### src/papf_pkg.sv
package papf_pkg;

    // pin configuration field encodings (4 bits per pin)
    localparam logic [3:0] PAPF_CFG_ANALOG = 4'h0;
    localparam logic [3:0] PAPF_CFG_OUT_PP = 4'h1;
    localparam logic [3:0] PAPF_CFG_IN_FLOAT = 4'h4;
    localparam logic [3:0] PAPF_CFG_OUT_OD = 4'h5;
    localparam logic [3:0] PAPF_CFG_IN_PULL = 4'h8;
    localparam logic [3:0] PAPF_CFG_ALT_PP = 4'h9;
    localparam logic [3:0] PAPF_CFG_ALT_OD = 4'hd;
    localparam int PAPF_CFG_W = 4;

    // field positions inside the low and high pin config words
    localparam int PAPF_CFGL_P2_LSB = 8;
    localparam int PAPF_CFGL_P3_LSB = 12;
    localparam int PAPF_CFGH_P4_LSB = 0;
    localparam int PAPF_CFGH_P5_LSB = 4;
    localparam int PAPF_CFGH_P6_LSB = 8;

    // timer remap and channel output enable bit positions
    localparam int PAPF_REMAP_CH2_BIT = 5;
    localparam int PAPF_REMAP_CH4_BIT = 7;
    localparam int PAPF_CCER_CH2_BIT = 1;
    localparam int PAPF_CCER_CH3_BIT = 2;
    localparam int PAPF_CCER_CH4_BIT = 3;

    // serial controller 2 mode and spi master bit
    localparam logic [1:0] PAPF_SC_OFF = 2'h0;
    localparam logic [1:0] PAPF_SC_UART = 2'h1;
    localparam logic [1:0] PAPF_SC_SPI = 2'h2;
    localparam logic [1:0] PAPF_SC_TWI = 2'h3;
    localparam int PAPF_SPI_MASTER_BIT = 4;

    // pad indices: bit 0 is pin 2 ... bit 4 is pin 6
    localparam int PAPF_NPINS = 5;
    localparam int PAPF_P2 = 0;
    localparam int PAPF_P3 = 1;
    localparam int PAPF_P4 = 2;
    localparam int PAPF_P5 = 3;
    localparam int PAPF_P6 = 4;

    typedef struct packed {
        logic [4:0] out;
        logic [4:0] oe;
        logic [4:0] analog;
    } papf_pads_t;

    typedef struct packed {
        logic tim2_ch4;
        logic tim2_ch2;
        logic tim1_ch3;
        logic twi_clk;
        logic spi_clk;
        logic ssel_n;
        logic [4:0] gpio;
    } papf_caps_t;

    typedef struct packed {
        papf_pads_t pads;
        papf_caps_t caps;
        logic [1:0] portb_tim_oe;
        logic strap_pending;
        logic factory_boot;
    } papf_state_t;

    localparam papf_pads_t PAPF_PADS_RST = '{out: 5'h00, oe: 5'h00, analog: 5'h00};
    localparam papf_caps_t PAPF_CAPS_RST = '{tim2_ch4: 1'b0, tim2_ch2: 1'b0, tim1_ch3: 1'b0,
        twi_clk: 1'b1, spi_clk: 1'b0, ssel_n: 1'b1, gpio: 5'h00};
    localparam papf_state_t PAPF_STATE_RST = '{pads: PAPF_PADS_RST, caps: PAPF_CAPS_RST,
        portb_tim_oe: 2'h0, strap_pending: 1'b0, factory_boot: 1'b0};

endpackage : papf_pkg

### src/papf_pad_cell.sv
`timescale 1ns/1ps
// resolves one pad from its config field: gpio, alternate push-pull,
// alternate open-drain or analog
module papf_pad_cell
    import papf_pkg::*;
(
    input wire logic [3:0] cfg,
    input wire logic alt_on,
    input wire logic alt_val,
    input wire logic gpio_out,
    input wire logic hold_input,
    output logic pad_out,
    output logic pad_oe,
    output logic pad_analog
);

    // open-drain drives low only; a released pad takes whatever level the board gives it
    always_comb begin
        pad_out = 1'b0;
        pad_oe = 1'b0;
        pad_analog = 1'b0;
        case (cfg)
            PAPF_CFG_ANALOG: begin
                pad_analog = 1'b1;
            end
            PAPF_CFG_OUT_PP: begin
                pad_out = gpio_out;
                pad_oe = 1'b1;
            end
            PAPF_CFG_OUT_OD: begin
                pad_oe = ~gpio_out;
            end
            PAPF_CFG_ALT_PP: begin
                // no owner: fall back to plain gpio output
                pad_out = alt_on ? alt_val : gpio_out;
                pad_oe = 1'b1;
            end
            PAPF_CFG_ALT_OD: begin
                pad_oe = alt_on ? ~alt_val : ~gpio_out;
            end
            default: begin
                pad_oe = 1'b0; // input modes
            end
        endcase
        // strap sampling window keeps the pad released
        if (hold_input) begin
            pad_oe = 1'b0;
        end
    end

endmodule : papf_pad_cell

### src/papf_pin_mux.sv
`timescale 1ns/1ps
module papf_pin_mux
    import papf_pkg::*;
(
    input wire logic clk,
    input wire logic sys_rst,
    input wire logic external_reset_n,
    input wire logic [7:0] second_timer_option_remap,
    input wire logic [3:0] second_timer_channel_output_enable,
    input wire logic [3:0] first_timer_channel_output_enable,
    input wire logic [15:0] port_a_low_pin_config,
    input wire logic [15:0] port_a_high_pin_config,
    input wire logic [1:0] serial_two_mode_select,
    input wire logic [7:0] serial_two_spi_config,
    input wire logic trace_enable,
    input wire logic trace_four_wire,
    input wire logic packet_trace_enable,
    input wire logic second_timer_channel_four_out,
    input wire logic second_timer_channel_two_out,
    input wire logic first_timer_channel_three_out,
    input wire logic serial_two_twowire_clock_out,
    input wire logic serial_two_spi_clock_out,
    input wire logic cpu_trace_clock,
    input wire logic cpu_trace_data_two,
    input wire logic cpu_trace_data_three,
    input wire logic packet_trace_frame,
    input wire logic packet_trace_serial_out,
    input wire logic [4:0] gpio_out,
    input wire logic [4:0] port_a_in,
    input wire logic port_b_pin_two_in,
    input wire logic port_b_pin_four_in,
    output papf_pads_t port_a_pads,
    output papf_caps_t captures,
    output logic [1:0] port_b_timer_oe,
    output logic factory_monitor_boot
);

    papf_state_t st_r;
    papf_state_t st_nxt;

    logic [3:0] cfg_p2;
    logic [3:0] cfg_p3;
    logic [3:0] cfg_p4;
    logic [3:0] cfg_p5;
    logic [3:0] cfg_p6;
    logic spi_mode;
    logic twi_mode;
    logic spi_master;
    logic ch4_owns;
    logic ch2_owns;
    logic [4:0] alt_on;
    logic [4:0] alt_val;
    logic [4:0] hold;
    logic [19:0] cfg_all;
    logic [4:0] pad_out_c;
    logic [4:0] pad_oe_c;
    logic [4:0] pad_an_c;

    // config fields per pin
    assign cfg_p2 = port_a_low_pin_config[PAPF_CFGL_P2_LSB +: PAPF_CFG_W];
    assign cfg_p3 = port_a_low_pin_config[PAPF_CFGL_P3_LSB +: PAPF_CFG_W];
    assign cfg_p4 = port_a_high_pin_config[PAPF_CFGH_P4_LSB +: PAPF_CFG_W];
    assign cfg_p5 = port_a_high_pin_config[PAPF_CFGH_P5_LSB +: PAPF_CFG_W];
    assign cfg_p6 = port_a_high_pin_config[PAPF_CFGH_P6_LSB +: PAPF_CFG_W];
    assign cfg_all = {cfg_p6, cfg_p5, cfg_p4, cfg_p3, cfg_p2};

    // serial controller 2 and timer ownership terms
    assign spi_mode = (serial_two_mode_select == PAPF_SC_SPI);
    assign twi_mode = (serial_two_mode_select == PAPF_SC_TWI);
    assign spi_master = serial_two_spi_config[PAPF_SPI_MASTER_BIT];
    assign ch4_owns = ~second_timer_option_remap[PAPF_REMAP_CH4_BIT]
        & second_timer_channel_output_enable[PAPF_CCER_CH4_BIT];
    assign ch2_owns = ~second_timer_option_remap[PAPF_REMAP_CH2_BIT]
        & second_timer_channel_output_enable[PAPF_CCER_CH2_BIT];

    // alternate source select; a live timer output wins the pad over others
    always_comb begin
        alt_on = 5'h00;
        alt_val = 5'h00;
        hold = 5'h00;
        // pin 2
        if (ch4_owns && cfg_p2 == PAPF_CFG_ALT_PP) begin
            alt_on[PAPF_P2] = 1'b1;
            alt_val[PAPF_P2] = second_timer_channel_four_out;
        end else if (!ch4_owns && twi_mode && cfg_p2 == PAPF_CFG_ALT_OD) begin
            alt_on[PAPF_P2] = 1'b1;
            alt_val[PAPF_P2] = serial_two_twowire_clock_out;
        end else if (!ch4_owns && spi_mode && spi_master && cfg_p2 == PAPF_CFG_ALT_PP) begin
            alt_on[PAPF_P2] = 1'b1;
            alt_val[PAPF_P2] = serial_two_spi_clock_out;
        end
        // pin 3
        if (ch2_owns && cfg_p3 == PAPF_CFG_ALT_PP) begin
            alt_on[PAPF_P3] = 1'b1;
            alt_val[PAPF_P3] = second_timer_channel_two_out;
        end else if (!ch2_owns && trace_enable && cfg_p3 == PAPF_CFG_ALT_PP) begin
            alt_on[PAPF_P3] = 1'b1;
            alt_val[PAPF_P3] = cpu_trace_clock;
        end
        // pin 4: core trace has priority over packet trace
        if (trace_enable && trace_four_wire) begin
            alt_on[PAPF_P4] = 1'b1;
            alt_val[PAPF_P4] = cpu_trace_data_two;
        end else if (!trace_enable && packet_trace_enable) begin
            alt_on[PAPF_P4] = 1'b1;
            alt_val[PAPF_P4] = packet_trace_frame;
        end
        // pin 5
        if (trace_enable && trace_four_wire) begin
            alt_on[PAPF_P5] = 1'b1;
            alt_val[PAPF_P5] = cpu_trace_data_three;
        end else if (!trace_enable && packet_trace_enable) begin
            alt_on[PAPF_P5] = 1'b1;
            alt_val[PAPF_P5] = packet_trace_serial_out;
        end
        // strap must read the board level, so pin 5 is released meanwhile
        hold[PAPF_P5] = ~external_reset_n | st_r.strap_pending;
        // pin 6
        if (first_timer_channel_output_enable[PAPF_CCER_CH3_BIT]) begin
            alt_on[PAPF_P6] = 1'b1;
            alt_val[PAPF_P6] = first_timer_channel_three_out;
        end
    end

    // one pad resolver per pin
    genvar gi;
    generate
        for (gi = 0; gi < PAPF_NPINS; gi = gi + 1) begin : g_pad
            papf_pad_cell u_cell (
                .cfg(cfg_all[gi*PAPF_CFG_W +: PAPF_CFG_W]),
                .alt_on(alt_on[gi]),
                .alt_val(alt_val[gi]),
                .gpio_out(gpio_out[gi]),
                .hold_input(hold[gi]),
                .pad_out(pad_out_c[gi]),
                .pad_oe(pad_oe_c[gi]),
                .pad_analog(pad_an_c[gi])
            );
        end
    endgenerate

    // next state; every path goes through one register stage, so pads and
    // captures lag their sources by one clock
    always_comb begin
        st_nxt = st_r;
        st_nxt.pads.out = pad_out_c;
        st_nxt.pads.oe = pad_oe_c;
        // only pins 4 and 5 have analog inputs behind them
        st_nxt.pads.analog = 5'h00;
        st_nxt.pads.analog[PAPF_P4] = pad_an_c[PAPF_P4];
        st_nxt.pads.analog[PAPF_P5] = pad_an_c[PAPF_P5];
        // capture routing with port b remap
        st_nxt.caps.tim2_ch4 = second_timer_option_remap[PAPF_REMAP_CH4_BIT]
            ? port_b_pin_four_in : port_a_in[PAPF_P2];
        st_nxt.caps.tim2_ch2 = second_timer_option_remap[PAPF_REMAP_CH2_BIT]
            ? port_b_pin_two_in : port_a_in[PAPF_P3];
        st_nxt.caps.tim1_ch3 = port_a_in[PAPF_P6];
        // two-wire clock line reads the pad so clock stretching is seen
        st_nxt.caps.twi_clk = twi_mode ? port_a_in[PAPF_P2] : 1'b1;
        st_nxt.caps.spi_clk = (spi_mode && !spi_master) ? port_a_in[PAPF_P2] : 1'b0;
        st_nxt.caps.ssel_n = (spi_mode && !spi_master) ? port_a_in[PAPF_P3] : 1'b1;
        st_nxt.caps.gpio = port_a_in;
        // remapped timer outputs are offered to port b
        st_nxt.portb_tim_oe[0] = second_timer_option_remap[PAPF_REMAP_CH2_BIT]
            & second_timer_channel_output_enable[PAPF_CCER_CH2_BIT];
        st_nxt.portb_tim_oe[1] = second_timer_option_remap[PAPF_REMAP_CH4_BIT]
            & second_timer_channel_output_enable[PAPF_CCER_CH4_BIT];
        // strap: sample through reset and once more just after release
        if (!external_reset_n) begin
            st_nxt.factory_boot = ~port_a_in[PAPF_P5];
            st_nxt.strap_pending = 1'b1;
        end else if (st_r.strap_pending) begin
            st_nxt.factory_boot = ~port_a_in[PAPF_P5];
            st_nxt.strap_pending = 1'b0;
        end
    end

    always_ff @(posedge clk) begin
        if (sys_rst) begin
            st_r <= PAPF_STATE_RST;
        end else begin
            st_r <= st_nxt;
        end
    end

    assign port_a_pads = st_r.pads;
    assign captures = st_r.caps;
    assign port_b_timer_oe = st_r.portb_tim_oe;
    assign factory_monitor_boot = st_r.factory_boot;

    // checks on the registered pads against the raw controls one clock earlier
    a_pin2_timer_out: assert property (@(posedge clk) disable iff (sys_rst)
        (!second_timer_option_remap[7] && second_timer_channel_output_enable[3]
        && port_a_low_pin_config[11:8] == 4'h9)
        |=> (port_a_pads.oe[0] && port_a_pads.out[0] == $past(second_timer_channel_four_out)))
        else $error("pin 2 does not carry timer2 ch4");

    a_ch4_capture_src: assert property (@(posedge clk) disable iff (sys_rst)
        !second_timer_option_remap[7] |=> captures.tim2_ch4 == $past(port_a_in[0]))
        else $error("timer2 ch4 capture not from pin 2");

    a_twi_open_drain: assert property (@(posedge clk) disable iff (sys_rst)
        (serial_two_mode_select == 2'h3 && port_a_low_pin_config[11:8] == 4'hd
        && second_timer_option_remap[7])
        |=> (!port_a_pads.out[0] && port_a_pads.oe[0] == !$past(serial_two_twowire_clock_out)))
        else $error("two-wire clock not open-drain on pin 2");

    a_spi_master_clk: assert property (@(posedge clk) disable iff (sys_rst)
        (serial_two_mode_select == 2'h2 && serial_two_spi_config[4]
        && port_a_low_pin_config[11:8] == 4'h9 && !second_timer_channel_output_enable[3])
        |=> port_a_pads.oe[0] && port_a_pads.out[0] == $past(serial_two_spi_clock_out))
        else $error("spi master clock missing on pin 2");

    a_slave_select_in: assert property (@(posedge clk) disable iff (sys_rst)
        (serial_two_mode_select == 2'h2 && !serial_two_spi_config[4])
        |=> captures.ssel_n == $past(port_a_in[1]) && captures.spi_clk == $past(port_a_in[0]))
        else $error("spi slave inputs not routed");

    a_trace_clk_out: assert property (@(posedge clk) disable iff (sys_rst)
        (trace_enable && second_timer_option_remap[5] && port_a_low_pin_config[15:12] == 4'h9)
        |=> port_a_pads.oe[1] && port_a_pads.out[1] == $past(cpu_trace_clock))
        else $error("trace clock missing on pin 3");

    a_ch2_remap_src: assert property (@(posedge clk) disable iff (sys_rst)
        second_timer_option_remap[5] |=> captures.tim2_ch2 == $past(port_b_pin_two_in))
        else $error("timer2 ch2 capture not from port b");

    a_pti_frame_out: assert property (@(posedge clk) disable iff (sys_rst)
        (!trace_enable && packet_trace_enable && port_a_high_pin_config[3:0] == 4'h9)
        |=> port_a_pads.oe[2] && port_a_pads.out[2] == $past(packet_trace_frame))
        else $error("packet trace frame missing on pin 4");

    a_boot_strap_hold: assert property (@(posedge clk) disable iff (sys_rst)
        ($rose(external_reset_n) && !$past(sys_rst)) |=> !port_a_pads.oe[3]
        ##1 factory_monitor_boot == !$past(port_a_in[3], 2))
        else $error("boot strap not sampled after reset release");

    a_ch3_capture_src: assert property (@(posedge clk) disable iff (sys_rst)
        1'b1 |=> captures.tim1_ch3 == $past(port_a_in[4]))
        else $error("timer1 ch3 capture not from pin 6");

    a_pin3_timer_out: assert property (@(posedge clk) disable iff (sys_rst)
        (!second_timer_option_remap[5] && second_timer_channel_output_enable[1]
        && port_a_low_pin_config[15:12] == 4'h9)
        |=> port_a_pads.oe[1] && port_a_pads.out[1] == $past(second_timer_channel_two_out))
        else $error("pin 3 does not carry timer2 ch2");

    a_ch2_capture_src: assert property (@(posedge clk) disable iff (sys_rst)
        !second_timer_option_remap[5] |=> captures.tim2_ch2 == $past(port_a_in[1]))
        else $error("timer2 ch2 capture not from pin 3");

    a_ch4_remap_src: assert property (@(posedge clk) disable iff (sys_rst)
        second_timer_option_remap[7] |=> captures.tim2_ch4 == $past(port_b_pin_four_in)
        && port_b_timer_oe[1] == $past(second_timer_channel_output_enable[3]))
        else $error("timer2 ch4 not moved to port b");

    a_analog_pin4: assert property (@(posedge clk) disable iff (sys_rst)
        port_a_high_pin_config[3:0] == 4'h0 |=> port_a_pads.analog[2] && !port_a_pads.oe[2])
        else $error("pin 4 not connected to analog input");

    a_analog_pin5: assert property (@(posedge clk) disable iff (sys_rst)
        port_a_high_pin_config[7:4] == 4'h0 |=> port_a_pads.analog[3] && !port_a_pads.oe[3])
        else $error("pin 5 not connected to analog input");

    a_trace_data_two: assert property (@(posedge clk) disable iff (sys_rst)
        (trace_enable && trace_four_wire && port_a_high_pin_config[3:0] == 4'h9)
        |=> port_a_pads.oe[2] && port_a_pads.out[2] == $past(cpu_trace_data_two))
        else $error("trace data bit two missing on pin 4");

    // the strap window releases pin 5, so both checks skip it
    a_trace_data_three: assert property (@(posedge clk) disable iff (sys_rst)
        (trace_enable && trace_four_wire && port_a_high_pin_config[7:4] == 4'h9
        && external_reset_n && $past(external_reset_n))
        |=> port_a_pads.oe[3] && port_a_pads.out[3] == $past(cpu_trace_data_three))
        else $error("trace data bit three missing on pin 5");

    a_packet_trace_serial_out_out: assert property (@(posedge clk) disable iff (sys_rst)
        (!trace_enable && packet_trace_enable && port_a_high_pin_config[7:4] == 4'h9
        && external_reset_n && $past(external_reset_n))
        |=> port_a_pads.oe[3] && port_a_pads.out[3] == $past(packet_trace_serial_out))
        else $error("packet trace data missing on pin 5");

    a_pin6_timer_out: assert property (@(posedge clk) disable iff (sys_rst)
        (first_timer_channel_output_enable[2] && port_a_high_pin_config[11:8] == 4'h9)
        |=> port_a_pads.oe[4] && port_a_pads.out[4] == $past(first_timer_channel_three_out))
        else $error("pin 6 does not carry timer1 ch3");

    a_gpio_fallback: assert property (@(posedge clk) disable iff (sys_rst)
        (port_a_high_pin_config[11:8] == 4'h9 && !first_timer_channel_output_enable[2])
        |=> port_a_pads.oe[4] && port_a_pads.out[4] == $past(gpio_out[4]))
        else $error("pin 6 does not fall back to gpio");

    c_twi_clock: cover property (@(posedge clk) disable iff (sys_rst)
        serial_two_mode_select == 2'h3 && port_a_low_pin_config[11:8] == 4'hd);
    c_trace_four: cover property (@(posedge clk) disable iff (sys_rst)
        trace_enable && trace_four_wire && port_a_high_pin_config[7:0] == 8'h99);
    c_factory_boot: cover property (@(posedge clk) disable iff (sys_rst)
        $rose(factory_monitor_boot));
    c_analog_pins: cover property (@(posedge clk) disable iff (sys_rst)
        port_a_pads.analog[2] && port_a_pads.analog[3]);

endmodule : papf_pin_mux

### config.mk
export PLATFORM = sky130hd
export DESIGN_NAME = papf_pin_mux
export DESIGN_NICKNAME = d
export VERILOG_FILES = /design/src/papf_pkg.sv /design/src/papf_pad_cell.sv /design/src/papf_pin_mux.sv
export SDC_FILE = /design/constraint.sdc
export NUM_CORES = 1
export LEC_CHECK = 0
export BUFFER_PORTS_ARGS = -buffer_cell sky130_fd_sc_hd__buf_2
export CAP_MARGIN = 20
export CORE_UTILIZATION = 36
export CTS_CLUSTER_DIAMETER = 60
export DETAILED_ROUTE_END_ITERATION = 6
export PLACE_DENSITY = 0.79
export SYNTH_ARGS = -nofsm -noshare
export SYNTH_HDL_FRONTEND = slang
export SYNTH_SLANG_ARGS = --single-unit
### constraint.sdc
create_clock -name clk -period 1.17 [get_ports clk]
set_input_delay 0.117 -clock clk [delete_from_list [all_inputs] [get_ports clk]]
set_output_delay 0.117 -clock clk [all_outputs]
set_load 0.05 [all_outputs]
## Word level (Yosys, flattened, before mapping)

Cells that the tools add are included.

| storage, ports and cells | value |
|---|---|
| register bits | 30 |
| bits of input ports | 86 |
| output and inout bits | 29 |
| logic and storage cells | 129 |

| cells by class | value |
|---|---|
| equal/unequal tests | 23 |
| mux-type cells | 44 |
| bitwise gates (word level) | 21 |
| reductions and logical operators | 26 |

Operators by type and width:

| cell | count |
|---|---|
| equality test 4 bit (second input constant) | 10 |
| 2-to-1 mux 1 bit | 33 |
| equality test 4 x 1 -> 1 bit (second input constant) | 5 |
| equality test 4 x 3 -> 1 bit (second input constant) | 5 |
| NOT 1 bit | 16 |
| OR reduction 2 bit | 8 |
| one-hot mux 1 bit (3 select lines) | 5 |
| logical AND 1 bit | 12 |
| one-hot mux 1 bit (2 select lines) | 5 |
| logical NOT 4 bit | 2 |
| bitwise AND 1 bit | 4 |
| equality test 2 bit (second input constant) | 2 |
| logical NOT 1 bit | 4 |
| 2-to-1 mux 2 bit | 1 |
| != test 2 x 1 -> 1 bit (second input constant) | 1 |
| bitwise OR 1 bit | 1 |

## Longest topological paths before layout

| depth | value |
|---|---|
| word-level depth | 12 |
| mapped depth | 4 |
| gate-level depth less buffers | 4 |

## Cells and area by module

Synthesis repeated with hierarchy kept, for this count alone.

| unflattened totals | value |
|---|---|
| cells, all modules | 160 |
| area, all modules | 1466.4 µm² |

Modules (own cells, without submodules):

| module | instances | cells each | area an instance (µm²) | sequential area each (µm²) |
|---|---|---|---|---|
| papf_pin_mux | 1 | 115 | 1116.1 | 520.5 |
| papf_pad_cell | 5 | 9 | 70.1 | 0.0 |

## Worst setup path after synthesis

Ideal clock, no wire load.

| timing | value |
|---|---|
| path kind | input to register |
| start | input port sys_rst |
| end | register st_r, in the netlist port_a_pads[11] |
| setup time | 0.103 ns |
| arrival time | 0.896 ns |
| required time | 1.067 ns |
| setup slack | 0.170 ns |
| cell stages on the path | 3 |
| buffers on the path | 1 |
| cell sequence | buf_6 > or3b_4 > a2111oi_2 |

RTL lines:

| what | RTL line | text |
|---|---|---|
| from (decl) | papf_pin_mux.sv:6 | `input wire logic sys_rst,` |
| to (signal assigned) | papf_pin_mux.sv:182 | `st_r <= st_nxt;` |
| to (decl) | papf_pin_mux.sv:38 | `papf_state_t st_r;` |

## Worst setup path after layout

| timing | value |
|---|---|
| start | input port second_timer_channel_output_enable[1] |
| end | register st_r, in the netlist port_a_pads[11] |

| on the way | value |
|---|---|
| longest elaborated chain between the ends | 8 |
| elaborated cells between the ends (all ways) | 11 |
| those cells by class | 6 x mux; 1 x bitwise; 4 x reduce/logical |

RTL lines:

| what | RTL line | text |
|---|---|---|
| from (decl) | papf_pin_mux.sv:9 | `input wire logic [3:0] second_timer_channel_output_enable,` |
| bitwise AND 1 bit * | papf_pin_mux.sv:74 | `& second_timer_channel_output_enable[PAPF_CCER_CH2_BIT];` |
| logical NOT 1 bit | papf_pin_mux.sv:96 | `end else if (!ch2_owns && trace_enable && cfg_p3 == PAPF_CFG_ALT_PP) begin` |
| logical AND 1 bit (2 in a row) | papf_pin_mux.sv:96 |  |
| 2-to-1 mux 1 bit | papf_pin_mux.sv:96 |  |
| 2-to-1 mux 1 bit | papf_pin_mux.sv:93 | `if (ch2_owns && cfg_p3 == PAPF_CFG_ALT_PP) begin` |
| 2-to-1 mux 1 bit * | papf_pad_cell.sv:35 | `pad_out = alt_on ? alt_val : gpio_out;` |
| one-hot mux 1 bit (2 select lines) * | papf_pad_cell.sv:22 | `case (cfg)` |

Every way passes the cells marked *; elsewhere a longest branch is shown, timed or not.
A chain may end at the register's enable or synchronous reset.

==> impl_results.md <==
- WP data arrival: between 1 and 1.5 ns
- Post-synth cell types: 34
- Worst r2r path cells: 2
- Synthesized area: about 1200 um^2
- Die Area: ~3600 um^2
- Core Area: 3128 um^2
- RD Place Congestion: 0.8917
- Outcome: complete, no violations
- Number of port buffers: 81
- CTS Buffer Depth: 2
- Largest net degree at the start of global routing: 15
- Top cell type by total area after synthesis: dfxtp_1
- H-Tree Depth: 1
- Clk_skew: ~0.00016 ns
- Worst reg2reg endpoint: factory_monitor_boot
- Via-per-instance ratio: approximately 4.4
- Antenna diodes: 0
- Setup Crit Path Kind: in -> reg
- Count of final hold-check violations: 0
- Hold path start: port_a_in[1]
- Placed Area: 1506 um^2
- Worst-path clk slew: roughly 0.14 ns
- Filler instances: a little under 300
- Clk_lat worst skew: approximately 0.32 ns
- Final #Nets: ~300
- Number of global-route vias before repair: approximately 1100
- Total Routing Usage GR: 15.59%
- Top cells by count, synth: buf_4 (28), dfxtp_1 (26), nor2_1 (10), nand2_1 (8), a21oi_1 (7)
- #FFs+latches synth: 26
- Synth warn: 0
- Cell count of the worst hold path: 2
- Top-count cell post-synth: buf_4
- Final Core Density: between 50 and 60%
- Sink Count: 26
- IO Pins: ~120
- Initial Util: 39.00%
- Ys async rst share: 0%
- Non-Filler Instances: around 260
- Initial antenna violation count: 0
- Iter 0 DRT Violations: 24
- Yosys top cell area share: between 40% and 50%
- Chip height: 60.21 um
- Post-DP HPWL: ~2100 um
- Max_cap viols: 0
- Leak: 0.8537 nW
- Seq/Total Area, Yosys: a little over two fifths
- Antenna Violating Nets Remaining: 0
- Max frequency: slightly above 0.9 GHz
- EDFF count, synth: 0
- Critical path fanouts, max: 3
- CP required: 1.39 ns
- Floorplan die width: approximately 60 um
- Mean post-synth cell area: 9.312 um^2
- Post-route minimum period: between 1 and 1.5 ns
- R2R setup slack: 0.40 ns
- Maximum VDD drop: roughly 0.00041 V
- Detailed Routing Iterations Pass 1: 4
- Post-placement cell count: 234
- Vias: 1129
- Global-route wire length before repair: slightly above 4000 um
- Mapped Cells: 131
- CP endpoint kind: register
- Cell area after layout: about 1700 um^2
- Main synth FF type: dfxtp_1
- Worst Hold Path EP: captures[5]
- Wire per inst: around 11 um
- Layout cell share with drive strength beyond 1: between 40% and 50%
- TritonCTS clock tree: built
- CP Launch Type: input port
- R2R Path Start: st_r[1]
- CTS root buffer: clkbuf_4
- Num rows: 20
- Synthesis-to-layout area growth: 40.72%
- Post-CTS Setup Bufs: 0
- Overflow after GRT: 0
- Final setup vio count: 0
- Worst Hold Class: in -> reg
- Synth top area cells: dfxtp_1 (43%), buf_4 (17%), nor2_1 (3.1%), nor2b_1 (3.1%), a21oi_1 (2.9%)
- RSZ-0062 raised after global routing: no
- CTS buffer count: 3
- DRC viols: 0
- Final WL: about 2800 um
- Slew Viols, Final: 0
- Period utilization: between 90 and 100%
- Pwr dens: approximately 1100 nW/um^2
[stage by stage]
| step | TNS, ns | worst slack (ns) | total power, mW | hold WS, ns |
|---|---|---|---|---|
| 2_1_floorplan | 0 | 0.1702 | 1.235 | 0.1888 |
| 3_3_place_gp | 0 | 0.008825 | 1.349 | 0.2918 |
| 3_5_place_dp | -0.01273 | -0.01273 | 1.356 | 0.2985 |
| 4_1_cts | 0 | 0.01495 | 1.861 | 0.003635 |
| 5_1_grt | 0 | 0.03228 | 1.927 | 0.01571 |
| 6_report | 0 | 0.08750 | 1.833 | 0.01823 |
[power breakdown]
group	switching (mW)	total [mW]	internal (mW)	leakage (nW)
Clock	0.262	0.452	0.190	0.0210
Combinational	0.266	0.455	0.189	0.619
Sequential	0.00771	0.926	0.919	0.213
Total	0.536	1.83	1.30	0.854
[logic make-up (layout without fill, tap and decap cells)]
kind of cell | Yosys count | in the layout | synth area share (%)
mux | 4 | 4 | 3.385
flops | 26 | 26 | 42.67
buf+inv | 33 | 111 | 19.49
simple gates | 48 | 48 | 23.08
compound gates | 19 | 19 | 11.08
other cells | 1 | 3 | 0.3074
[routing by layer]
| metal | part of all wire, % | up-vias | track usage (%) |
|---|---|---|---|
| met3 | 4.7 | 2 | 2.165 |
| met5 | 0 | - | 0 |
| met4 | 0.97 | 0 | 8.306 |
| met1 | 40 | 498 | 15.59 |
| met2 | 54 | 48 | 30.30 |
| li1 | - | 581 | - |
[cells in the final DEF, fill, tap and decap left out, types with 2 or more instances in the layout]
master / n
a2111oi_2: 2
a211oi_1: 2
a21oi_1: 6
buf_2: 81
buf_4: 6
clkbuf_4: 3
conb_1: 3
dfxtp_1: 26
dlygate4sd3_1: 17
inv_1: 3
mux2i_1: 3
nand2_1: 8
nand2b_1: 5
nand3_1: 2
nand3b_1: 2
nor2_1: 10
nor2b_1: 6
nor3_1: 2
nor3b_1: 2
nor4b_1: 4
o22ai_1: 2
[critical path, stage by stage]
cell           delay, ns
dlygate4sd3_1       0.52
buf_2               0.11
nand2b_1            0.07
nand3b_1            0.08
o21ai_0             0.10
a2111oi_2           0.31
[registers in the layout, summed over array words and instances (netlist names)]
| register | count |
|---|---|
| st_r | 1 |
| port_a_pads | 12 |
| captures | 10 |
| port_b_timer_oe | 2 |
| factory_monitor_boot | 1 |
[what timing repair did]
item / 4_1_cts / 5_1_grt
hold buffers: 18 / 0
hold endpoints to repair: 15 / 0
endpoints found under the setup margin: 0 / 2
gates resized for setup: 0 / 1
[cell type report]
| cell class | count | area (um^2) | share of cell area [%] |
|---|---|---|---|
| timing repair buffer | 104 | 620.6 | 36.15 |
| sequential | 26 | 520.5 | 30.32 |
| multi-input combinational | 74 | 473.0 | 27.55 |
| tap | 44 | 55.05 | 3.207 |
| clock buffer | 4 | 36.28 | 2.114 |
| inverter | 3 | 11.26 | 0.6560 |
[how the worst max path moves through the flow]
stage,start,end
after floorplan,sys_rst,port_a_pads[11]
after global placement,sys_rst,port_a_pads[10]
after detailed placement,sys_rst,port_a_pads[10]
after CTS,port_a_low_pin_config[14],port_a_pads[6]
after global routing,second_timer_channel_output_enable[1],port_a_pads[11]
final,second_timer_channel_output_enable[1],port_a_pads[11]
Note: power is estimated with default switching activity, not from simulation.
